--- src/core/fci_defs.svh ---
`ifndef FCI_DEFS_SVH
`define FCI_DEFS_SVH
// clock period and pin timing figures in ns
`define FCI_CLK_NS 10
`define FCI_T_SETUP_NS 20
`define FCI_T_STROBE_NS 100
`define FCI_T_RECOV_NS 30
`define FCI_T_RST_NS 500
`define FCI_T_RST_RECOV_NS 200
`define FCI_T_BUSY_NS 100
// least times round up to whole cycles
`define FCI_CYC(ns) (((ns) + `FCI_CLK_NS - 1) / `FCI_CLK_NS)
// register byte offsets
`define FCI_OFF_CTRL 8'h00
`define FCI_OFF_STATUS 8'h04
`define FCI_OFF_RDATA 8'h08
`define FCI_OFF_TABLE 8'h40
`define FCI_TABLE_STRIDE 8
`define FCI_CTRL_RST_VAL 32'h00000000
// control register fields
`define FCI_CTRL_START 0
`define FCI_CTRL_WAIT 1
`define FCI_CTRL_METH 2
`define FCI_CTRL_BYTE 4
`define FCI_CTRL_HWRST 5
`define FCI_CTRL_READ 6
`define FCI_CTRL_LEN 8
// status register fields
`define FCI_STAT_BUSY 0
`define FCI_STAT_PIN 1
`define FCI_STAT_DONE 2
`define FCI_STAT_INRST 3
// status bits inside a word read from the flash
`define FCI_POLL_BIT 7
`define FCI_TOGGLE_BIT 6
// bus widths and table depth
`define FCI_ADDR_W 20
`define FCI_DATA_W 16
`define FCI_DEPTH 8
`endif

--- src/core/fci_pkg.sv ---
package fci_pkg;
	typedef enum logic [1:0] {
		WAIT_PIN = 2'h0,
		WAIT_POLL = 2'h1,
		WAIT_TOGGLE = 2'h2
	} fci_wait_e;
	typedef enum logic [3:0] {
		CYC_IDLE = 4'h1,
		CYC_SETUP = 4'h2,
		CYC_STROBE = 4'h4,
		CYC_RECOV = 4'h8
	} fci_cyc_e;
	typedef enum logic [7:0] {
		ST_IDLE = 8'h01,
		ST_RST = 8'h02,
		ST_RST_REC = 8'h04,
		ST_ISSUE = 8'h08,
		ST_CYCLE = 8'h10,
		ST_SETTLE = 8'h20,
		ST_POLL = 8'h40,
		ST_POLL_CYC = 8'h80
	} fci_seq_e;
endpackage

--- src/core/fci_ctrl.sv ---
// Chosen here: the address map and the APB register port.
`timescale 1ns/1ns
`include "fci_defs.svh"
module fci_ctrl #(
	parameter int ADDR_W = `FCI_ADDR_W,
	parameter int DATA_W = `FCI_DATA_W,
	parameter int DEPTH = `FCI_DEPTH
)
(
	input wire logic clk,
	input wire logic reset_n,
	input wire logic psel,
	input wire logic penable,
	input wire logic pwrite,
	input wire logic [7:0] paddr,
	input wire logic [31:0] pwdata,
	output logic [31:0] prdata,
	output logic pready,
	output logic pslverr,
	output logic flash_ce_n,
	output logic flash_we_n,
	output logic flash_oe_n,
	output logic flash_reset_n,
	output logic flash_byte_n,
	output logic [ADDR_W-1:0] flash_addr,
	input wire logic [DATA_W-1:0] flash_dq_in,
	output logic [DATA_W-1:0] flash_dq_out,
	output logic flash_dq_oe_lo,
	output logic flash_dq_oe_hi,
	input wire logic operation_done_pin
);
	import fci_pkg::*;
	localparam int IW = (DEPTH > 1) ? $clog2(DEPTH) : 1;
	localparam logic [7:0] RST_LD = 8'(`FCI_CYC(`FCI_T_RST_NS) - 1);
	localparam logic [7:0] RST_REC_LD = 8'(`FCI_CYC(`FCI_T_RST_RECOV_NS) - 1);
	localparam logic [7:0] BUSY_LD = 8'(`FCI_CYC(`FCI_T_BUSY_NS) - 1);
	localparam logic [7:0] TBL_END = 8'(`FCI_OFF_TABLE + `FCI_TABLE_STRIDE * DEPTH);
	localparam logic [3:0] DEPTH_L = 4'(DEPTH);

	// sequence table: one flash write per entry
	logic [ADDR_W-1:0] tbl_addr [DEPTH];
	logic [DATA_W-1:0] tbl_data [DEPTH];
	// control fields
	logic wait_en_reg, byte_mode_reg, read_op_reg, done_ok_reg;
	fci_wait_e method_reg;
	logic [3:0] len_reg;
	logic [DATA_W-1:0] rdata_reg;
	logic [31:0] prdata_reg;
	fci_seq_e state_reg, state_next;
	logic [7:0] cnt_reg, cnt_next;
	logic [IW-1:0] idx_reg, idx_next;
	logic flash_rst_n_reg;
	logic cyc_done, watch_done, need_read;
	logic [DATA_W-1:0] cyc_rdata;

	// apb decode
	wire acc = psel && penable;
	wire setup = psel && !penable;
	wire wr = acc && pwrite;
	wire idle = (state_reg == ST_IDLE);
	wire hit_ctrl = (paddr == `FCI_OFF_CTRL);
	wire hit_stat = (paddr == `FCI_OFF_STATUS);
	wire hit_rdat = (paddr == `FCI_OFF_RDATA);
	wire hit_tbl = (paddr >= `FCI_OFF_TABLE) && (paddr < TBL_END) && (paddr[1:0] == 2'b00);
	wire [7:0] tbl_off = paddr - `FCI_OFF_TABLE;
	wire [IW-1:0] tbl_idx = IW'(tbl_off[7:3]);
	wire tbl_hi = tbl_off[2];
	wire mapped = hit_ctrl || hit_stat || hit_rdat || hit_tbl;
	// start orders are taken only while the engine rests
	wire start_req = wr && hit_ctrl && idle && pwdata[`FCI_CTRL_START];
	wire [3:0] wlen = pwdata[`FCI_CTRL_LEN+3:`FCI_CTRL_LEN];
	wire [3:0] len_clip = (wlen > DEPTH_L) ? DEPTH_L : wlen;
	wire go = start_req && (pwdata[`FCI_CTRL_READ] || len_clip != 4'h0);
	// reset order also aborts a wait in ST_SETTLE or ST_POLL, but is ignored during a poll read in ST_POLL_CYC
	wire rst_req = wr && hit_ctrl && pwdata[`FCI_CTRL_HWRST] &&
		(idle || state_reg == ST_SETTLE || state_reg == ST_POLL);
	wire [IW-1:0] last_idx = IW'(len_reg - 4'h1);
	wire last_entry = ({{(4-IW){1'b0}}, idx_reg} + 4'h1) >= len_reg;
	wire polling = (state_reg == ST_POLL) || (state_reg == ST_POLL_CYC);
	wire [IW-1:0] cyc_idx = polling ? last_idx : idx_reg;
	wire cyc_start = (state_reg == ST_ISSUE) || (state_reg == ST_POLL && need_read);
	wire cyc_write = (state_reg == ST_ISSUE) && !read_op_reg;
	wire cnt_zero = (cnt_reg == 8'h00);

	// read mux, sampled in the setup phase
	wire [31:0] tbl_word = tbl_hi ? {{(32-DATA_W){1'b0}}, tbl_data[tbl_idx]} :
		{{(32-ADDR_W){1'b0}}, tbl_addr[tbl_idx]};
	wire [31:0] ctrl_word = {20'h00000, len_reg, 1'b0, read_op_reg, 1'b0, byte_mode_reg,
		method_reg, wait_en_reg, 1'b0};
	wire [31:0] stat_word = {28'h0000000, !flash_rst_n_reg, done_ok_reg,
		operation_done_pin, !idle};
	wire [31:0] rd_word = hit_ctrl ? ctrl_word : hit_stat ? stat_word :
		hit_rdat ? {{(32-DATA_W){1'b0}}, rdata_reg} : hit_tbl ? tbl_word : 32'h00000000;
	assign prdata = prdata_reg;
	assign pready = 1'b1;
	assign pslverr = acc && !mapped;

	// sequence engine
	always_comb
	begin
		state_next = state_reg;
		cnt_next = cnt_zero ? 8'h00 : cnt_reg - 8'h01;
		idx_next = idx_reg;
		unique case (state_reg)
			ST_IDLE:
			begin
				idx_next = '0;
				if (rst_req)
				begin
					state_next = ST_RST;
					cnt_next = RST_LD;
				end
				else if (go)
					state_next = ST_ISSUE;
			end
			ST_RST:
			begin
				if (cnt_zero)
				begin
					state_next = ST_RST_REC;
					cnt_next = RST_REC_LD;
				end
			end
			ST_RST_REC:
			begin
				if (cnt_zero)
					state_next = ST_IDLE;
			end
			ST_ISSUE:
				state_next = ST_CYCLE;
			ST_CYCLE:
			begin
				if (cyc_done)
				begin
					if (read_op_reg)
						state_next = ST_IDLE;
					else if (!last_entry)
					begin
						idx_next = idx_reg + IW'(1);
						state_next = ST_ISSUE;
					end
					else if (wait_en_reg)
					begin
						state_next = ST_SETTLE;
						cnt_next = BUSY_LD;
					end
					else
						state_next = ST_IDLE;
				end
			end
			ST_SETTLE:
			begin
				if (rst_req)
				begin
					state_next = ST_RST;
					cnt_next = RST_LD;
				end
				else if (cnt_zero)
					state_next = ST_POLL;
			end
			ST_POLL:
			begin
				if (rst_req)
				begin
					state_next = ST_RST;
					cnt_next = RST_LD;
				end
				else if (need_read)
					state_next = ST_POLL_CYC;
				else if (watch_done)
					state_next = ST_IDLE;
			end
			ST_POLL_CYC:
			begin
				if (cyc_done)
					state_next = watch_done ? ST_IDLE : ST_POLL;
			end
		endcase
	end

	// engine registers
	always_ff @(posedge clk)
	begin
		if (!reset_n)
		begin
			state_reg <= ST_IDLE;
			cnt_reg <= 8'h00;
			idx_reg <= '0;
			flash_rst_n_reg <= 1'b1;
		end
		else
		begin
			state_reg <= state_next;
			cnt_reg <= cnt_next;
			idx_reg <= idx_next;
			flash_rst_n_reg <= (state_next != ST_RST);
		end
	end

	// completion flag: cleared by a new start, set when an order other than a reset finishes
	always_ff @(posedge clk)
	begin
		if (!reset_n)
			done_ok_reg <= 1'b0;
		else if (!idle && state_next == ST_IDLE && state_reg != ST_RST_REC)
			done_ok_reg <= 1'b1;
		else if (start_req)
			done_ok_reg <= 1'b0;
	end

	// control register and read data
	always_ff @(posedge clk)
	begin
		if (!reset_n)
		begin
			{len_reg, read_op_reg, byte_mode_reg, wait_en_reg} <= 7'h00;
			method_reg <= WAIT_PIN;
			rdata_reg <= '0;
			prdata_reg <= `FCI_CTRL_RST_VAL;
		end
		else
		begin
			if (wr && hit_ctrl && idle)
			begin
				wait_en_reg <= pwdata[`FCI_CTRL_WAIT];
				method_reg <= fci_wait_e'(pwdata[`FCI_CTRL_METH+1:`FCI_CTRL_METH]);
				byte_mode_reg <= pwdata[`FCI_CTRL_BYTE];
				read_op_reg <= pwdata[`FCI_CTRL_READ];
				len_reg <= len_clip;
			end
			if (state_reg == ST_CYCLE && cyc_done && read_op_reg)
				rdata_reg <= cyc_rdata;
			if (setup)
				prdata_reg <= rd_word;
		end
	end

	// table entries, one generate slice each; frozen while an order runs
	genvar gi;
	generate
		for (gi = 0; gi < DEPTH; gi++)
		begin : g_tbl
			wire sel = wr && hit_tbl && idle && (tbl_idx == IW'(gi));
			always_ff @(posedge clk)
			begin
				if (!reset_n)
				begin
					tbl_addr[gi] <= '0;
					tbl_data[gi] <= '0;
				end
				else if (sel && !tbl_hi)
					tbl_addr[gi] <= pwdata[ADDR_W-1:0];
				else if (sel && tbl_hi)
					tbl_data[gi] <= pwdata[DATA_W-1:0];
			end
		end
	endgenerate

	fci_bus_cycle #(
		.ADDR_W(ADDR_W),
		.DATA_W(DATA_W)
	) u_cycle (
		.clk(clk),
		.reset_n(reset_n),
		.start(cyc_start),
		.write(cyc_write),
		.byte_mode(byte_mode_reg),
		.addr(tbl_addr[cyc_idx]),
		.wdata(tbl_data[cyc_idx]),
		.done(cyc_done),
		.rdata(cyc_rdata),
		.flash_ce_n(flash_ce_n),
		.flash_we_n(flash_we_n),
		.flash_oe_n(flash_oe_n),
		.flash_addr(flash_addr),
		.flash_dq_in(flash_dq_in),
		.flash_dq_out(flash_dq_out),
		.flash_dq_oe_lo(flash_dq_oe_lo),
		.flash_dq_oe_hi(flash_dq_oe_hi)
	);

	fci_done_watch #(
		.DATA_W(DATA_W)
	) u_watch (
		.clk(clk),
		.reset_n(reset_n),
		.method(method_reg),
		.clear(state_reg == ST_SETTLE),
		.sample(state_reg == ST_POLL_CYC && cyc_done),
		.rdata(cyc_rdata),
		.expect_bit(tbl_data[last_idx][`FCI_POLL_BIT]),
		.ready_pin(operation_done_pin),
		.need_read(need_read),
		.done(watch_done)
	);

	// byte pin low selects eight-bit configuration
	assign flash_byte_n = !byte_mode_reg;
	assign flash_reset_n = flash_rst_n_reg;
endmodule

--- src/core/fci_bus_cycle.sv ---
`timescale 1ns/1ns
`include "fci_defs.svh"
// one asynchronous read or write cycle on the flash pins
module fci_bus_cycle #(
	parameter int ADDR_W = `FCI_ADDR_W,
	parameter int DATA_W = `FCI_DATA_W
)
(
	input wire logic clk,
	input wire logic reset_n,
	input wire logic start,
	input wire logic write,
	input wire logic byte_mode,
	input wire logic [ADDR_W-1:0] addr,
	input wire logic [DATA_W-1:0] wdata,
	output logic done,
	output logic [DATA_W-1:0] rdata,
	output logic flash_ce_n,
	output logic flash_we_n,
	output logic flash_oe_n,
	output logic [ADDR_W-1:0] flash_addr,
	input wire logic [DATA_W-1:0] flash_dq_in,
	output logic [DATA_W-1:0] flash_dq_out,
	output logic flash_dq_oe_lo,
	output logic flash_dq_oe_hi
);
	import fci_pkg::*;
	localparam logic [7:0] SETUP_LD = 8'(`FCI_CYC(`FCI_T_SETUP_NS) - 1);
	localparam logic [7:0] STROBE_LD = 8'(`FCI_CYC(`FCI_T_STROBE_NS) - 1);
	localparam logic [7:0] RECOV_LD = 8'(`FCI_CYC(`FCI_T_RECOV_NS) - 1);
	fci_cyc_e state_reg, state_next;
	logic [7:0] cnt_reg, cnt_next;
	logic write_reg, byte_reg;
	logic [ADDR_W-1:0] addr_reg;
	logic [DATA_W-1:0] wdata_reg, rdata_reg;
	logic ce_n_reg, we_n_reg, oe_n_reg, oe_lo_reg, oe_hi_reg;
	wire cnt_zero = (cnt_reg == 8'h00);
	// a starting cycle takes the new request, not the flags of the one just finished
	wire write_now = (state_reg == CYC_IDLE) ? write : write_reg;
	wire byte_now = (state_reg == CYC_IDLE) ? byte_mode : byte_reg;
	wire drive_next = write_now && (state_next != CYC_IDLE);
	// phase sequencing: setup, strobe, recovery
	always_comb
	begin
		state_next = state_reg;
		cnt_next = cnt_zero ? 8'h00 : cnt_reg - 8'h01;
		unique case (state_reg)
			CYC_IDLE:
			begin
				if (start)
				begin
					state_next = CYC_SETUP;
					cnt_next = SETUP_LD;
				end
			end
			CYC_SETUP:
			begin
				if (cnt_zero)
				begin
					state_next = CYC_STROBE;
					cnt_next = STROBE_LD;
				end
			end
			CYC_STROBE:
			begin
				if (cnt_zero)
				begin
					state_next = CYC_RECOV;
					cnt_next = RECOV_LD;
				end
			end
			CYC_RECOV:
			begin
				if (cnt_zero)
					state_next = CYC_IDLE;
			end
		endcase
	end
	assign done = (state_reg == CYC_RECOV) && cnt_zero;
	// request latched at start, pins registered from the next phase
	always_ff @(posedge clk)
	begin
		if (!reset_n)
		begin
			state_reg <= CYC_IDLE;
			cnt_reg <= 8'h00;
			write_reg <= 1'b0;
			byte_reg <= 1'b0;
			addr_reg <= '0;
			wdata_reg <= '0;
			rdata_reg <= '0;
			ce_n_reg <= 1'b1;
			we_n_reg <= 1'b1;
			oe_n_reg <= 1'b1;
			oe_lo_reg <= 1'b0;
			oe_hi_reg <= 1'b0;
		end
		else
		begin
			state_reg <= state_next;
			cnt_reg <= cnt_next;
			if (start && state_reg == CYC_IDLE)
			begin
				write_reg <= write;
				byte_reg <= byte_mode;
				addr_reg <= addr;
				wdata_reg <= byte_mode ? {{(DATA_W-8){1'b0}}, wdata[7:0]} : wdata;
			end
			if (state_reg == CYC_STROBE && cnt_zero && !write_reg)
				rdata_reg <= byte_reg ? {{(DATA_W-8){1'b0}}, flash_dq_in[7:0]} : flash_dq_in;
			ce_n_reg <= (state_next == CYC_IDLE);
			we_n_reg <= !(state_next == CYC_STROBE && write_reg);
			oe_n_reg <= !(state_next == CYC_STROBE && !write_reg);
			// data driven only on write cycles, never while reading
			oe_lo_reg <= drive_next;
			oe_hi_reg <= drive_next && !byte_now;
		end
	end
	assign rdata = rdata_reg;
	assign flash_ce_n = ce_n_reg;
	assign flash_we_n = we_n_reg;
	assign flash_oe_n = oe_n_reg;
	assign flash_addr = addr_reg;
	assign flash_dq_out = wdata_reg;
	assign flash_dq_oe_lo = oe_lo_reg;
	assign flash_dq_oe_hi = oe_hi_reg;
endmodule

--- src/core/fci_done_watch.sv ---
`timescale 1ns/1ns
`include "fci_defs.svh"
// decides when an embedded operation has finished
module fci_done_watch #(
	parameter int DATA_W = `FCI_DATA_W
)
(
	input wire logic clk,
	input wire logic reset_n,
	input wire fci_pkg::fci_wait_e method,
	input wire logic clear,
	input wire logic sample,
	input wire logic [DATA_W-1:0] rdata,
	input wire logic expect_bit,
	input wire logic ready_pin,
	output logic need_read,
	output logic done
);
	import fci_pkg::*;
	logic prev_toggle_reg;
	logic have_prev_reg;
	// polling bit shows true data once finished; toggle bit stops toggling
	wire poll_hit = sample && (rdata[`FCI_POLL_BIT] == expect_bit);
	wire tog_hit = sample && have_prev_reg && (rdata[`FCI_TOGGLE_BIT] == prev_toggle_reg);
	assign need_read = (method == WAIT_POLL) || (method == WAIT_TOGGLE);
	assign done = (method == WAIT_POLL) ? poll_hit :
		(method == WAIT_TOGGLE) ? tog_hit : ready_pin;
	// first toggle read only primes the comparison
	always_ff @(posedge clk)
	begin
		if (!reset_n || clear)
		begin
			prev_toggle_reg <= 1'b0;
			have_prev_reg <= 1'b0;
		end
		else if (sample)
		begin
			prev_toggle_reg <= rdata[`FCI_TOGGLE_BIT];
			have_prev_reg <= 1'b1;
		end
	end
endmodule

--- config.mk ---
export PLATFORM = sky130hd
export DESIGN_NAME = fci_ctrl
export DESIGN_NICKNAME = d
export VERILOG_FILES = /design/src/core/fci_pkg.sv /design/src/core/fci_ctrl.sv /design/src/core/fci_bus_cycle.sv /design/src/core/fci_done_watch.sv
export VERILOG_INCLUDE_DIRS = /design/src /design/src/core
export SDC_FILE = /design/constraint.sdc
export NUM_CORES = 1
export LEC_CHECK = 0
export BUFFER_PORTS_ARGS = -buffer_cell sky130_fd_sc_hd__buf_2
export CAP_MARGIN = 15
export CORE_ASPECT_RATIO = 0.7
export CORE_MARGIN = 2
export CORE_UTILIZATION = 30
export CTS_BUF_LIST = sky130_fd_sc_hd__clkbuf_16
export CTS_CLUSTER_DIAMETER = 100
export DETAILED_ROUTE_END_ITERATION = 10
export SYNTH_ARGS = -nofsm -noshare
export SYNTH_HDL_FRONTEND = slang
export SYNTH_SLANG_ARGS = --single-unit
--- constraint.sdc ---
create_clock -name clk -period 5.1 [get_ports clk]
set_input_delay 0.51 -clock clk [delete_from_list [all_inputs] [get_ports clk]]
set_output_delay 0.51 -clock clk [all_outputs]
set_load 0.01 [all_outputs]
==> summary.txt <==
Global routing
  • Tot GR Track Use: 18.3%
  • Initial antenna violation count: 3
  • Number of global-route vias before repair: 16446
  • GRT overflow: 0
  • Largest net degree at the start of global routing: 101
  • First-pass GRT wire length: 104000 um

Power
  • Worst VDD drop: 0.000190 V
  • P_int: 5.74 mW
  • PwrDens: 312 mW/mm2
  • Switching share of power: 25.4%
  • Combinational share of power: 10.5%
  • Lkg Pwr: 8.96 nW
  • NetSw: 1.96 mW
  • Power share of the sequential group: 50.8%
  • Clock Power Share: 38.7%

Synth
  • Top FF cell, synth: edfxtp_1
  • Yosys Warn Count: 0
  • Number of enable flip-flop cells after synthesis: 288
  • Post-synthesis register bit count: 427
  • Syn_area_per_cell: 10.5 um2
  • Post-Syn Area: 0.0217 mm2
  • Share of flip-flops with an asynchronous set or reset: 0%
  • Ranking of synthesized cells by area: edfxtp_1 (40%), dfxtp_1 (13%), and2_1 (9.4%)
  • Sequential share of the synthesized area: 52.6%
  • Top cell type's share of synthesized area: 39.8%
  • Count leader, synth: nand2_1
  • Cells after synthesis: 2063
  • Post-synth top area cell: edfxtp_1
  • Synth cell count leaders: nand2_1 (361), and2_1 (325), edfxtp_1 (288)
  • Unique masters post-synth: 67

Critical path
  • Critical Path Start: state_reg[5]
  • Most frequent CP cell: nor4_1
  • RR Endpoint: tbl_data[3][10]
  • CP cell instances: nor4_1, nand3_1, nor4_1, nand2_1, o21ai_1, buf_4
  • Crit end category: flop
  • Crit-path max FO: 12
  • CP startpoint kind: flop
  • Worst reg2reg setup slack: 1.25 ns
  • Reg2reg start: state_reg[5]
  • Reg2Reg Depth: 6
  • Data arrival, critical path: 4.09 ns
  • Kind of critical path: reg -> reg
  • CP max stage cell: nor4_1
  • CP peak stage delay: 0.71 ns
  • Worst EP required: 5.33 ns

Floorplan
  • Effective utilization at floorplan: 30.4%
  • Die H: 229 um
  • Die area: 0.0747 mm2
  • Die width: 326 um
  • Core Rows: 82
  • Core footprint: 0.0716 mm2
  • I/O Pins: 139

Placement
  • RD Place Congestion: 0.886
  • Placed Instances: 3027
  • Buffers on Ports: 113
  • Pre-CTS WS: 1.25 ns
  • Hpwl dp: 47500 um

Clock tree
  • Worst skew pair latency: 0.57 ns
  • Post-CTS sizing: 0
  • CTS buffer count: 43
  • Clk buf depth: 3
  • Clock Root Buffer: clkbuf_16
  • Setup Buffers After CTS: 0
  • CTS clk-pin slew, worst paths: 0.06 ns
  • # H-tree levels: 2
  • Quantity of hold-fixing buffers added after cts: 0
  • CTS tree: yes
  • CTS sink cnt: 427

Final layout
  • Regs by FF count: tbl_addr (160), tbl_data (128)
  • Final Non-Filler Cells: 3107
  • Largest register FFs: 160
  • Syn-to-layout area delta: 13.7%
  • Layout cells sized above 1: 16.1%
  • Biggest register: tbl_addr
  • Nets: 2180

Routing
  • Routed length per instance: 22.6 um
  • Drt total wl: 70300 um
  • Vias per cell: 5.43
  • Detailed-route via count: 16860
  • Residual DRC: 0
  • First drt pass iteration count: 6
  • Post-DRT Antenna Nets: 0
  • Initial DRC Count: 2294

Timing
  • Tcrit/Tclk final: 75.5%
  • Finish-stage setup viols: 0
  • Setup TNS: 0 ns
  • Tmin final: 3.85 ns
  • Worst Skew: 0.0302 ns
  • RSZ-0062 raised after global routing: false
  • Slew HR: 23.0%
  • Pins over their slew limit: 0
  • Fmax: 260 MHz
  • Post-route setup slack: 1.25 ns
  • Slew @ Worst Pin: 1.16 ns
  • Worst hold slack: 0.196 ns
  • Hold violation total from the final report: 0

Min path
  • WHS Path Cells: 3
  • Worst Hold End: u_cycle.rdata[2]
  • Worst hold start: flash_dq_in[2]
  • Hold Path Class: in -> reg

Flow run
  • Max cap viols: 0

Run status
  • Run status: complete, no violations
## metal layers
layer	vias up	global-route usage (%)	part of all wire (%)
met4	0	4.16	2.0
li1	7480	-	-
met1	8330	26.6	45
met2	932	27.7	43
met5	-	0	0
met3	118	4.14	10
## per-stage QoR
stage | instance area (um2) | utilization [%] | power [mW]
floorplan | 21800 | - | 4.51
global placement | 23400 | 32.7 | 4.76
detailed placement | 23400 | 32.7 | 4.78
CTS | 24700 | 34.5 | 7.73
global route | 24700 | 34.5 | 7.97
finish | 24700 | 34.5 | 7.70
## cells by family after synthesis
group	count (synthesis)	synth area share, %
compound gates	273	8.52
xor+xnor	19	0.765
fa+ha+maj	11	0.633
buf+inv	198	3.82
flops	427	52.6
mux	101	9.84
other cells	2	0.0345
simple gates	1032	23.8
## power by group through the flow
stage	logic, mW	clock network (mW)	registers (mW)
after floorplan	0.549	0	3.96
after global placement	0.785	0	3.97
after detailed placement	0.801	0	3.98
after CTS	0.805	3.02	3.91
after global routing	0.879	3.16	3.93
final	0.812	2.98	3.91
## area by class of cell
class | count | area, um2
sequential | 427 | 11400
clock buffer | 44 | 1100
clock inverter | 34 | 183
antenna | 1 | 2.50
fill | 7130 | 46900
multi-input combinational | 1449 | 9670
timing repair buffer | 167 | 1050
inverter | 19 | 72.6
tap | 966 | 1210
## cell usage in the layout, fill, tap and decap left out, types with 13 or more instances in the layout
cell type and count:
nor2_1 114, nand3_1 88, a31oi_1 14, clkbuf_16 44, inv_1 32, a211oi_1 35
o21ai_0 31, buf_2 111, and2_1 325, dfxtp_1 139, mux4_2 90, nor3_1 55
nand2_1 361, buf_4 49, edfxtp_1 288, a311oi_1 64, conb_1 13, nand3b_1 14
a21oi_1 74
## worst max-delay path, delay by kind of cell (launching register included)
family / cells / cell delay (ns)
AO/OA/AOI/OAI: 1 / 0.67
flip-flops: 1 / 0.42
buffers and inverters: 1 / 0.39
AND/OR/NAND/NOR: 4 / 2.03
## how the worst max path moves through the flow
stage	to	slack (ns)
after floorplan	tbl_addr[2][0]	1.02
after global placement	flash_reset_n	1.32
after detailed placement	flash_reset_n	1.25
after CTS	tbl_addr[2][10]	1.44
after global routing	tbl_data[1][14]	1.25
final	tbl_data[3][10]	1.25
Note: power is estimated with default switching activity, not from simulation.
